<file path="src/rtl/ext_mii_params.svh">
`ifndef EXT_MII_PARAMS_SVH
`define EXT_MII_PARAMS_SVH
`define NIBBLE_W 4
`define NIBBLE_ZERO 4'h0
`define STRAP_HOLD_CYC 2
`endif

</file>
<file path="src/rtl/ext_mii_pkg.sv">
`include "ext_mii_params.svh"
package ext_mii_pkg;
  typedef logic [`NIBBLE_W-1:0] nibble_t;
endpackage

</file>
<file path="src/rtl/ext_mii_port.sv">
`include "ext_mii_params.svh"
module ext_mii_port (
  // clock and reset
  input wire logic clk_sys,
  input wire logic sys_rst,
  // configuration
  input wire logic internal_phy_select,
  input wire logic ext_mgmt_port_select,
  // mac transmit side
  input wire ext_mii_pkg::nibble_t mac_txd,
  input wire logic mac_tx_valid,
  // mac management side
  input wire logic mac_mdc,
  input wire logic mac_mdio_out,
  input wire logic mac_mdio_oe,
  output logic mac_mdio_in,
  // mac receive side, link clock edge pulses and strap
  output ext_mii_pkg::nibble_t mac_rxd,
  output logic mac_rx_dv,
  output logic mac_rx_er,
  output logic mac_col,
  output logic mac_crs,
  output logic tx_clk_rise,
  output logic rx_clk_rise,
  output logic external_phy_present_strap,
  // mii pins
  input wire logic tx_clk,
  input wire logic rx_clk,
  output ext_mii_pkg::nibble_t txd,
  output logic tx_en,
  input wire ext_mii_pkg::nibble_t rxd,
  input wire logic rx_dv,
  input wire logic rx_er,
  input wire logic col,
  input wire logic crs,
  // management pins
  output logic mdc,
  input wire logic mdio_i,
  output logic mdio_o,
  output logic mdio_oe
);
  import ext_mii_pkg::*;

  logic [10:0] sync_out;
  logic txc_q_r;
  logic rxc_q_r;
  logic [1:0] strap_cnt_r;
  logic strap_done_r;

  // rising edge of a sampled link clock
  function automatic logic rose_now(input logic cur, input logic prev);
    return cur & ~prev;
  endfunction

  // two-flop sampling of every pin input
  pin_sync #(.W(11)) u_sync (
    .clk_sys(clk_sys),
    .sys_rst(sys_rst),
    .pin_in({tx_clk, rx_clk, rxd, rx_dv, rx_er, col, crs, mdio_i}),
    .pin_out(sync_out)
  );

  // link clock edge detection
  always_ff @(posedge clk_sys or posedge sys_rst)
  begin
    if (sys_rst)
    begin
      txc_q_r <= 1'b0;
      rxc_q_r <= 1'b0;
      tx_clk_rise <= 1'b0;
      rx_clk_rise <= 1'b0;
    end
    else
    begin
      txc_q_r <= sync_out[10];
      rxc_q_r <= sync_out[9];
      tx_clk_rise <= rose_now(sync_out[10], txc_q_r);
      rx_clk_rise <= rose_now(sync_out[9], rxc_q_r);
    end
  end

  // transmit: launch on tx clock edge
  always_ff @(posedge clk_sys or posedge sys_rst)
  begin
    if (sys_rst)
    begin
      txd <= `NIBBLE_ZERO;
      tx_en <= 1'b0;
    end
    else if (internal_phy_select)
    begin
      txd <= `NIBBLE_ZERO;
      tx_en <= 1'b0;
    end
    else if (tx_clk_rise)
    begin
      txd <= mac_tx_valid ? mac_txd : `NIBBLE_ZERO;
      tx_en <= mac_tx_valid;
    end
  end

  // receive: capture on rx clock edge
  always_ff @(posedge clk_sys or posedge sys_rst)
  begin
    if (sys_rst)
    begin
      mac_rxd <= `NIBBLE_ZERO;
      mac_rx_dv <= 1'b0;
      mac_rx_er <= 1'b0;
    end
    else if (rose_now(sync_out[9], rxc_q_r))
    begin
      mac_rxd <= sync_out[8:5];
      mac_rx_dv <= sync_out[4];
      mac_rx_er <= sync_out[3];
    end
  end

  // carrier and collision are asynchronous levels
  always_ff @(posedge clk_sys or posedge sys_rst)
  begin
    if (sys_rst)
    begin
      mac_col <= 1'b0;
      mac_crs <= 1'b0;
    end
    else
    begin
      mac_col <= sync_out[2];
      mac_crs <= sync_out[1];
    end
  end

  // management pins
  always_ff @(posedge clk_sys or posedge sys_rst)
  begin
    if (sys_rst)
    begin
      mdc <= 1'b0;
      mdio_o <= 1'b0;
      mdio_oe <= 1'b0;
      mac_mdio_in <= 1'b0;
    end
    else if (ext_mgmt_port_select)
    begin
      mdc <= mac_mdc;
      mdio_o <= mac_mdio_out;
      mdio_oe <= mac_mdio_oe;
      mac_mdio_in <= sync_out[0];
    end
    else
    begin
      mdc <= 1'b0;
      mdio_o <= 1'b0;
      mdio_oe <= 1'b0;
      mac_mdio_in <= 1'b0;
    end
  end

  // strap capture after reset release
  always_ff @(posedge clk_sys or posedge sys_rst)
  begin
    if (sys_rst)
    begin
      strap_cnt_r <= 2'h0;
      strap_done_r <= 1'b0;
      external_phy_present_strap <= 1'b0;
    end
    else if (!strap_done_r)
    begin
      if (strap_cnt_r == 2'(`STRAP_HOLD_CYC))
      begin
        external_phy_present_strap <= sync_out[0];
        strap_done_r <= 1'b1;
      end
      else
        strap_cnt_r <= strap_cnt_r + 2'h1;
    end
  end

  a_int_tx_zero: assert property (@(posedge clk_sys)
    disable iff (sys_rst)
    $past(internal_phy_select) |-> (txd == 4'h0 && !tx_en))
    else $error("tx pins not low with internal phy");
  a_tx_en_edge: assert property (@(posedge clk_sys)
    disable iff (sys_rst)
    $rose(tx_en) |-> $past(mac_tx_valid) && $past(tx_clk_rise))
    else $error("tx_en rose without valid nibble on edge");
  a_tx_hold: assert property (@(posedge clk_sys)
    disable iff (sys_rst)
    !$past(tx_clk_rise) && !$past(internal_phy_select) |-> $stable(txd))
    else $error("txd changed off edge");
  a_mdc_low_idle: assert property (@(posedge clk_sys)
    disable iff (sys_rst)
    !$past(ext_mgmt_port_select) |-> !mdc && !mdio_oe)
    else $error("mgmt pins active while deselected");
  a_mdc_follow: assert property (@(posedge clk_sys)
    disable iff (sys_rst)
    $past(ext_mgmt_port_select) |-> mdc == $past(mac_mdc))
    else $error("mdc not following mac clock");
  a_strap_stable: assert property (@(posedge clk_sys)
    disable iff (sys_rst)
    $past(strap_done_r) |-> $stable(external_phy_present_strap))
    else $error("strap changed after capture");
  a_strap_done: assert property (@(posedge clk_sys)
    disable iff (sys_rst)
    $rose(strap_done_r) |-> external_phy_present_strap == $past(sync_out[0]))
    else $error("strap captured wrong value");
  a_col_follow: assert property (@(posedge clk_sys)
    disable iff (sys_rst)
    col ##1 col ##1 col |-> ##1 mac_col)
    else $error("col not propagated");
  a_crs_follow: assert property (@(posedge clk_sys)
    disable iff (sys_rst)
    crs ##1 crs ##1 crs |-> ##1 mac_crs)
    else $error("crs not propagated");
  a_rx_capture: assert property (@(posedge clk_sys)
    disable iff (sys_rst)
    $rose(rx_clk_rise) |-> mac_rxd == $past(sync_out[8:5])
    && mac_rx_dv == $past(sync_out[4]))
    else $error("rx nibble not captured on rx edge");
  a_rx_err_pass: assert property (@(posedge clk_sys)
    disable iff (sys_rst)
    $rose(rx_clk_rise) |-> mac_rx_er == $past(sync_out[3]))
    else $error("rx error not captured on rx edge");
  a_rx_hold: assert property (@(posedge clk_sys)
    disable iff (sys_rst)
    !$rose(rx_clk_rise) |-> $stable(mac_rxd) && $stable(mac_rx_dv))
    else $error("rx outputs changed off edge");
  a_tx_rise_pulse: assert property (@(posedge clk_sys)
    disable iff (sys_rst)
    tx_clk_rise |=> !tx_clk_rise)
    else $error("tx edge pulse longer than one cycle");
  a_rx_rise_pulse: assert property (@(posedge clk_sys)
    disable iff (sys_rst)
    rx_clk_rise |=> !rx_clk_rise)
    else $error("rx edge pulse longer than one cycle");
  a_mdio_in_gate: assert property (@(posedge clk_sys)
    disable iff (sys_rst)
    !$past(ext_mgmt_port_select) |-> !mac_mdio_in)
    else $error("mdio input passed while deselected");
endmodule // ext_mii_port

</file>
<file path="src/rtl/pin_sync.sv">
module pin_sync #(
  parameter int W = 1
) (
  // clock and reset
  input wire logic clk_sys,
  input wire logic sys_rst,
  // pins
  input wire logic [W-1:0] pin_in,
  output logic [W-1:0] pin_out
);
  logic [W-1:0] meta_r;
  always_ff @(posedge clk_sys or posedge sys_rst)
  begin
    if (sys_rst)
    begin
      meta_r <= '0;
      pin_out <= '0;
    end
    else
    begin
      meta_r <= pin_in;
      pin_out <= meta_r;
    end
  end
endmodule // pin_sync
</file>
<file path="config.mk">
export PLATFORM = sky130hd
export DESIGN_NAME = ext_mii_port
export DESIGN_NICKNAME = d
export VERILOG_FILES = /design/src/rtl/ext_mii_pkg.sv /design/src/rtl/ext_mii_port.sv /design/src/rtl/pin_sync.sv
export VERILOG_INCLUDE_DIRS = /design/src /design/src/rtl
export SDC_FILE = /design/constraint.sdc
export NUM_CORES = 1
export LEC_CHECK = 0
export BUFFER_PORTS_ARGS = -buffer_cell sky130_fd_sc_hd__buf_2
export CELL_PAD_IN_SITES_DETAIL_PLACEMENT = 1
export CELL_PAD_IN_SITES_GLOBAL_PLACEMENT = 2
export CORE_AREA = 2 2 66 68
export DETAILED_ROUTE_END_ITERATION = 6
export DIE_AREA = 0 0 68 70
export PLACE_DENSITY = 0.8
export SLEW_MARGIN = 20
export SYNTH_ARGS = -nofsm -noshare
export SYNTH_HDL_FRONTEND = slang
export SYNTH_SLANG_ARGS = --single-unit
</file>
<file path="constraint.sdc">
create_clock -name clk_sys -period 2.4 [get_ports clk_sys]
set_clock_uncertainty 0.2 [all_clocks]
set_input_delay 0.48 -clock clk_sys [delete_from_list [all_inputs] [get_ports clk_sys]]
set_output_delay 0.48 -clock clk_sys [all_outputs]
set_load 0.05 [all_outputs]
</file>
* Yosys cells after proc, flatten, opt, wreduce, memory -nomap -nowiden *
Index checks and enable logic that the tools add are counted.

storage, ports and cells
  register bits = 47
  input bits = 23
  output and inout port bits = 20
  word-level logic and storage cells = 42

operators by class
  add/sub/neg operators = 1
  equality and inequality tests = 1
  multiplexer cells = 11
  bitwise gates (word level) = 6
  reductions and logical operators = 3

operators with widths
  operator                                                       count
  4-bit two-way mux                                              3
  1-bit two-way mux                                              8
  1-bit inverter                                                 4
  2-bit AND reduction                                            2
  2-bit by 1-bit adder with 2-bit output, second input constant  1
  1-bit bitwise AND                                              2
  2-bit equality test, second input constant                     1
  2-bit nonzero test                                             1

* Longest topological paths before layout *
Gate-level depths: netlist of run 1.

  depth in word-level cells = 3
  gate-level depth with buffers = 4
  depth with buffers taken out = 4

* Hierarchy *
From an unflattened synthesis of run 1, not the netlist that was laid out.

unflattened totals
  cell total of the unflattened synthesis = 81
  area, all modules = 1,463.9 um2

modules (own cells, without submodules)
  module        instances  cells an instance  area an instance (um2)  sequential area each (um2)
  ext_mii_port  1          58                 909.6                   625.6
  pin_sync      1          23                 554.3                   550.5

* Worst setup path after synthesis of run 1 *
OpenSTA, ideal clock, no wires.

  path kind = reg-to-reg
  from = reg tx_clk_rise
  to = reg txd[0]
  library setup time = 122 ps
  data arrival time = 1,069 ps
  required time = 2,078 ps
  slack = 1,010 ps
  cell stages (with the launch flop) = 3
  path buffers = 0
  clock period less this slack = 1,390 ps
  cell sequence = dfrtp_1 nor2b_1 a32o_1

between the ends
  cells in the longest elaborated chain, start to end = 1

ends and longest elaborated chain
  what                                 RTL line            RTL
  start, declared                      ext_mii_port.sv:23  output logic tx_clk_rise,
  start signal, assigned               ext_mii_port.sv:77  tx_clk_rise <= rose_now(sync_out[10], txc_q_r);
  2-bit nonzero test (no source line)  -
  end signal, assigned                 ext_mii_port.sv:87  txd <= `NIBBLE_ZERO;
  end signal, assigned                 ext_mii_port.sv:92  txd <= `NIBBLE_ZERO;
  end signal, assigned                 ext_mii_port.sv:97  txd <= mac_tx_valid ? mac_txd : `NIBBLE_ZERO;
  end, declared                        ext_mii_port.sv:29  output ext_mii_pkg::nibble_t txd,

No other way between the ends.
A chain may end at the register's enable or synchronous reset.

* Worst setup path after layout of run 1 *
  from = reg tx_clk_rise
  to = out tx_clk_rise

No word-level cell between the ends.

==> impl_metrics.toml, run 1 <==
[run_status]
status = "finished clean"

[global_route]
use_met1_pct = 12.1
busiest_layer = "met2"
grt_pass1_vias = 923
grt_max_degree = 29
grt_usage_pct = 12.0
overflow = 0
grt_first_pass_wirelength_mm = 4.06
grtUsageMet2_pct = 20.8
grt_antenna_before_repair = 0
gr-usage-met3_pct = 5.31

[floorplanning]
core_area_mm2 = 0.00414
start_util_pct = 35.3
dieWidth_um = 68
row_count = 24
die_y_um = 70
pin_count = 43
die_area_mm2 = 0.00476

[run]
cap_viol_max_count = 0

[clock_network]
cts.htree.levels = 2
clock_sinks = 47
clock_latency_ns = 0.29
root_buffer = "clkbuf_8"
numCtsBuffers = 5
cts.clk_slew.worst_paths_ns = 0.08
cts_tree = "built"
clock_path_buffers = 2

[setup_path]
crit_fanout = 8
critPathSlowestCell = "dfrtp_1"
max_stage_delay_ns = 0.46
worstPathCellList = "buf_2"
cp-end-kind = "primary output"
startpoint_type = "flop"
timing.critical_path.max_delay_family = "flip-flops"
worstSetupPathType = "flop to primary output"
critPathArrivalTime_ns = 1.06
crit_buf_inv = 1
required_ns = 1.72

[detailed_routing]
avgRoutedWirePerCell_um = 12.6
vias_per_cell = 4.30
drt-pass1-iter-count = 3
wl_mm = 2.31
dr_total_vias = 792
drc = 0
initialDrtViolationCount = 27
ant_nets = 0

[synth]
syn_area_per_cell_um2 = 18.0
synth_top_area_share_pct = 80.5
ys.flop_type = "dfrtp_1"
syn_nets = 105
ys_seq_area_share_pct = 80.5
netlist_instances = 81
synth_warnings = 0
synth_edf_count = 0
yosys.area.top_type = "dfrtp_1"
ys_ff_latch = 47
synthTopCellsByArea = "dfrtp_1 80%, mux2_4 6.2%, and2_1 1.7%"
synth-async-reset-ratio_pct = 100
synthesis.area_mm2 = 0.00146
ys_types = 18

[worst_hold_path]
hold_class = "primary input to flop"

[sta]
holdWs_ns = 0.0880
fin_ws_ns = 0.662
hold_viol = 0
fin_crit_sh_pct = 72.4
fmax_mhz = 575
period_needed_ns = 1.74
worst_pin_slew_ns = 0.412
tns_ns = 0
max_slew_margin_pct = 72.5
rsz0062_at_grt = "false"
setup_violations = 0
maxSlewViolCount = 0

[layout]
design_area_mm2 = 0.00183
layout-drive-gt1-share_pct = 44.7
area_delta_synth_final_pct = 25.1
num-fill-cells = 439
nNetsFinal = 155
n_antenna_cell = 0
post-route-util_pct = 44.1

[placed_design]
place_ws_ns = 0.968
dpl-instance-area_mm2 = 0.00173
io_buffers = 42
dp_hpwl_mm = 1.74
gp_congestion = 0.725

[pwr]
vdd_drop_max_uv = 354
cellLeakagePower_uw = 0.000896
p_per_area_mw_per_mm2 = 816
[cell usage in the layout, fill, tap and decap left out, types with 2 or more instances in the layout]
master,count
nand2b_1,3
o21ai_0,2
nor2_1,2
nor2b_1,2
mux2_4,6
dfrtp_1,47
clkbuf_8,5
and2_1,4
nand3_1,2
buf_2,42
a21oi_1,2
a32o_1,2
[layout make-up]
cell class                 instances  area, um^2  share of cell area [%]
clock buffer                       6        72.6                    3.97
inverter                           2        7.51                   0.411
timing repair buffer              44         228                    12.5
clock inverter                     2        12.5                   0.684
tap                               52        65.1                    3.56
sequential                        47        1180                    64.3
multi-input combinational         31         267                    14.6
[sequential cells by signal, indices dropped and copies added (netlist names)]
name and cells:
external_phy_present_strap 1, mac_col 1, mac_crs 1, mac_mdio_in 1, mac_rx_dv 1, mac_rx_er 1, mac_rxd 4, mdc 1
mdio_o 1, mdio_oe 1, rx_clk_rise 1, rxc_q_r 1, strap_cnt_r 2, strap_done_r 1, tx_clk_rise 1, tx_en 1
txc_q_r 1, txd 4, u_sync.meta_r 11, u_sync.pin_out 11
[per-layer routing]
| layer | vias to the layer above | wire length (um) |
|---|---|---|
| li1 | 363 | - |
| met1 | 397 | 899 |
| met2 | 30 | 1220 |
| met3 | 2 | 178 |
| met4 | 0 | 11 |
| met5 | - | 0 |
[power by group]
| group | switching (uW) | total, uW | internal (uW) |
|---|---|---|---|
| combinational | 134 | 194 | 60.3 |
| sequential | 19.8 | 856 | 837 |
| clock | 237 | 440 | 203 |
[cells in the mapped netlist, types with 2 or more instances]
| library cell | count |
|---|---|
| a21oi_1 | 2 |
| a32o_1 | 2 |
| and2_1 | 4 |
| dfrtp_1 | 47 |
| inv_1 | 2 |
| mux2_4 | 6 |
| nand2b_1 | 3 |
| nand3_1 | 2 |
| nor2_1 | 2 |
| nor2b_1 | 2 |
| o21ai_0 | 2 |
[cells by family after synthesis]
logic type | share of synthesized area [%]
multiplexers | 7.62
flip-flops | 80.5
adder cells (fa/ha/maj) | 0.856
XOR/XNOR | 0.599
AO/OA/AOI/OAI | 2.74
AND/OR/NAND/NOR | 6.42
buffers and inverters | 1.28
[worst paths after layout]
kind / start / end / slack [ns] / cells after the start
hold reg to reg: u_sync.meta_r[0] / u_sync.pin_out[0] / 0.15 / 0
max in group asynchronous: sys_rst / u_sync.pin_out[2] / 0.80 / 4
setup reg to reg: strap_cnt_r[0] / strap_cnt_r[1] / 1.04 / 4
min in group asynchronous: sys_rst / txd[3] / 0.52 / 3
setup / recovery: tx_clk_rise / tx_clk_rise / 0.66 / 1
hold / removal: rxd[3] / u_sync.meta_r[8] / 0.09 / 1
[metrics by stage]
stage          total power, uW  cells
2_1_floorplan             1010     81
3_3_place_gp              1060    175
3_5_place_dp              1070    175
4_1_cts                   1530    184
5_1_grt                   1580    184
6_report                  1490    184
[timing repair]
action                    4_1_cts  5_1_grt
hold endpoints to repair       19        0
resized for setup               0        0
setup buffers                   0        0
hold buffers                    1        0
Note: power is estimated with default switching activity, not from simulation.
==> run 2, diff against run 1 <==
ABC_AREA = 1   (was not set)
CORE_AREA = 2 2 75 77   (was 2 2 66 68)
DIE_AREA = 0 0 77 79   (was 0 0 68 70)
PLACE_DENSITY = 0.71   (was 0.8)
clock period = 1.54 ns   (was 2.4 ns; I/O delays follow)
==> impl_metrics.toml, run 2 <==
[detailed_routing]
avgRoutedWirePerCell_um = 11.3
drc = 0
dr_total_vias = 967
drt-pass1-iter-count = 4
ant_nets = 0
wl_mm = 2.82
initialDrtViolationCount = 60
vias_per_cell = 3.87

[synth]
synth_edf_count = 0
synth_common_cells = "47 x dfrtp_1, 41 x nand2_1, 10 x inv_1"
synthesis.area_mm2 = 0.00147
synth_top_area_share_pct = 80.3
yosys.area.top_type = "dfrtp_1"
ys_types = 11
netlist_instances = 113
ys_seq_area_share_pct = 80.3
ys_ff_latch = 47
ys.flop_type = "dfrtp_1"
synth-async-reset-ratio_pct = 100
synth_most_common_cell = "dfrtp_1"
synth_warnings = 0
syn_nets = 137
synthTopCellsByArea = "dfrtp_1 80%, nand2_1 11%, inv_1 2.6%"
syn_area_per_cell_um2 = 13.0

[clock_network]
cts_tree = "built"
clock_sinks = 47
clock_latency_ns = 0.29
cts.htree.levels = 2
root_buffer = "clkbuf_8"
cts.clk_slew.worst_paths_ns = 0.08
numCtsBuffers = 5
clock_path_buffers = 2

[global_route]
grt_pass1_vias = 1094
grt_usage_pct = 10.2
grt_first_pass_wirelength_mm = 4.80
overflow = 0
use_met1_pct = 12.1
grt_max_degree = 48
busiest_layer = "met2"
gr-usage-met3_pct = 2.73
grtUsageMet2_pct = 17.2
grt_antenna_before_repair = 0

[setup_path]
crit_fanout = 7
crit_buf_inv = 1
worstSetupPathType = "flop to primary output"
startpoint_type = "flop"
timing.critical_path.max_delay_family = "flip-flops"
critPathSlowestCell = "dfrtp_2"
required_ns = 1.03
cp-end-kind = "primary output"
max_stage_delay_ns = 0.47
critPathArrivalTime_ns = 0.97
worstPathCellList = "buf_4"

[floorplanning]
core_area_mm2 = 0.00534
start_util_pct = 27.4
die_area_mm2 = 0.00608
pin_count = 43
dieWidth_um = 77
die_y_um = 79
row_count = 27

[run]
cap_viol_max_count = 0

[layout]
n_antenna_cell = 0
nNetsFinal = 202
mostFrequentLayoutCell = "dfrtp_1"
reg_top3 = "u_sync.meta_r (11), u_sync.pin_out (11)"
final_cell_mix = "46 x dfrtp_1, 41 x nand2_1, 41 x buf_2, 15 x dlygate4sd3_1, 9 x inv_1"
area_delta_synth_final_pct = 39.6
layout-drive-gt1-share_pct = 32.6

[sta]
tns_ns = 0
worst_pin_slew_ns = 0.258
maxSlewViolCount = 0
setup_violations = 0
period_needed_ns = 1.47
fmax_mhz = 679
hold_viol = 0
max_slew_margin_pct = 82.9
fin_crit_sh_pct = 95.7
rsz0062_at_grt = "false"

[run_status]
status = "finished clean"

[placed_design]
io_buffers = 42
dp_hpwl_mm = 2.04
gp_congestion = 0.705

[pwr]
report.power.total_uw = 2480
p_per_area_mw_per_mm2 = 1210
cellLeakagePower_uw = 0.00107
vdd_drop_max_uv = 440

[worst_hold_path]
hold_class = "primary input to flop"
[run 2: per-layer routing]
layer | vias up | routed length (um)
met5 | - | 0
met4 | 0 | 18
met3 | 2 | 190
met2 | 38 | 1390
met1 | 460 | 1220
li1 | 467 | -
[run 2: where the power goes]
| group | internal [uW] | switching [uW] | leakage (uW) |
|---|---|---|---|
| sequential | 1300 | 30.4 | 0.000565 |
| combinational | 93.0 | 213 | 0.000458 |
| clock | 476 | 372 | 0.0000513 |
[run 2: metrics by stage]
stage	cell area (um^2)	setup slack [ns]	util, %	instances	hold slack, ns
5_1_grt	2050	0.0280	38.3	250	0.0545
3_3_place_gp	1790	0.284	33.5	228	0.133
3_5_place_dp	1790	0.192	33.5	228	0.137
2_1_floorplan	1470	0.283	-	113	0.131
6_report	2050	0.0663	38.3	250	0.0470
4_1_cts	2050	0.0564	38.3	250	0.0359
[run 2: layout make-up]
cell class | instances | area (um^2)
Sequential cell | 47 | 1180
Fill cell | 609 | 3290
Multi-Input combinational cell | 53 | 240
Clock inverter | 1 | 30.0
Inverter | 13 | 52.6
Tap cell | 72 | 90.1
Timing Repair Buffer | 58 | 383
Clock buffer | 6 | 72.6
[run 2: cell families (layout without fill, tap and decap cells)]
group | Yosys count | after routing | share of synthesized area, %
DFF | 47 | 47 | 80.3
and+or+nand+nor | 52 | 52 | 15.5
adders and majority gates | 1 | 1 | 0.854
buffers and inverters | 13 | 78 | 3.33
[run 2: worst paths after layout]
path,from,end,slack [ns],depth (start not counted)
worst max-delay path,tx_clk_rise,tx_clk_rise,0.07,1
worst min-delay path,ext_mgmt_port_select,mdio_o,0.05,3
worst max register to register,strap_cnt_r[0],strap_cnt_r[0],0.19,6
worst min register to register,u_sync.meta_r[10],u_sync.pin_out[10],0.15,0
max in group asynchronous,sys_rst,tx_clk_rise,0.51,4
min in group asynchronous,sys_rst,u_sync.meta_r[5],0.40,4
[run 2: worst min-delay path: cells and delay by family]
| kind | cells | cell delay [ns] |
|---|---|---|
| buf+inv | 2 | 0.15 |
| simple gates | 1 | 0.05 |
[run 2: repair_timing]
item	4_1_cts	5_1_grt
setup buffers	0	0
resized for setup	2	0
endpoints found under the setup margin	1	0
hold endpoints to repair	61	0
hold buffers	15	0
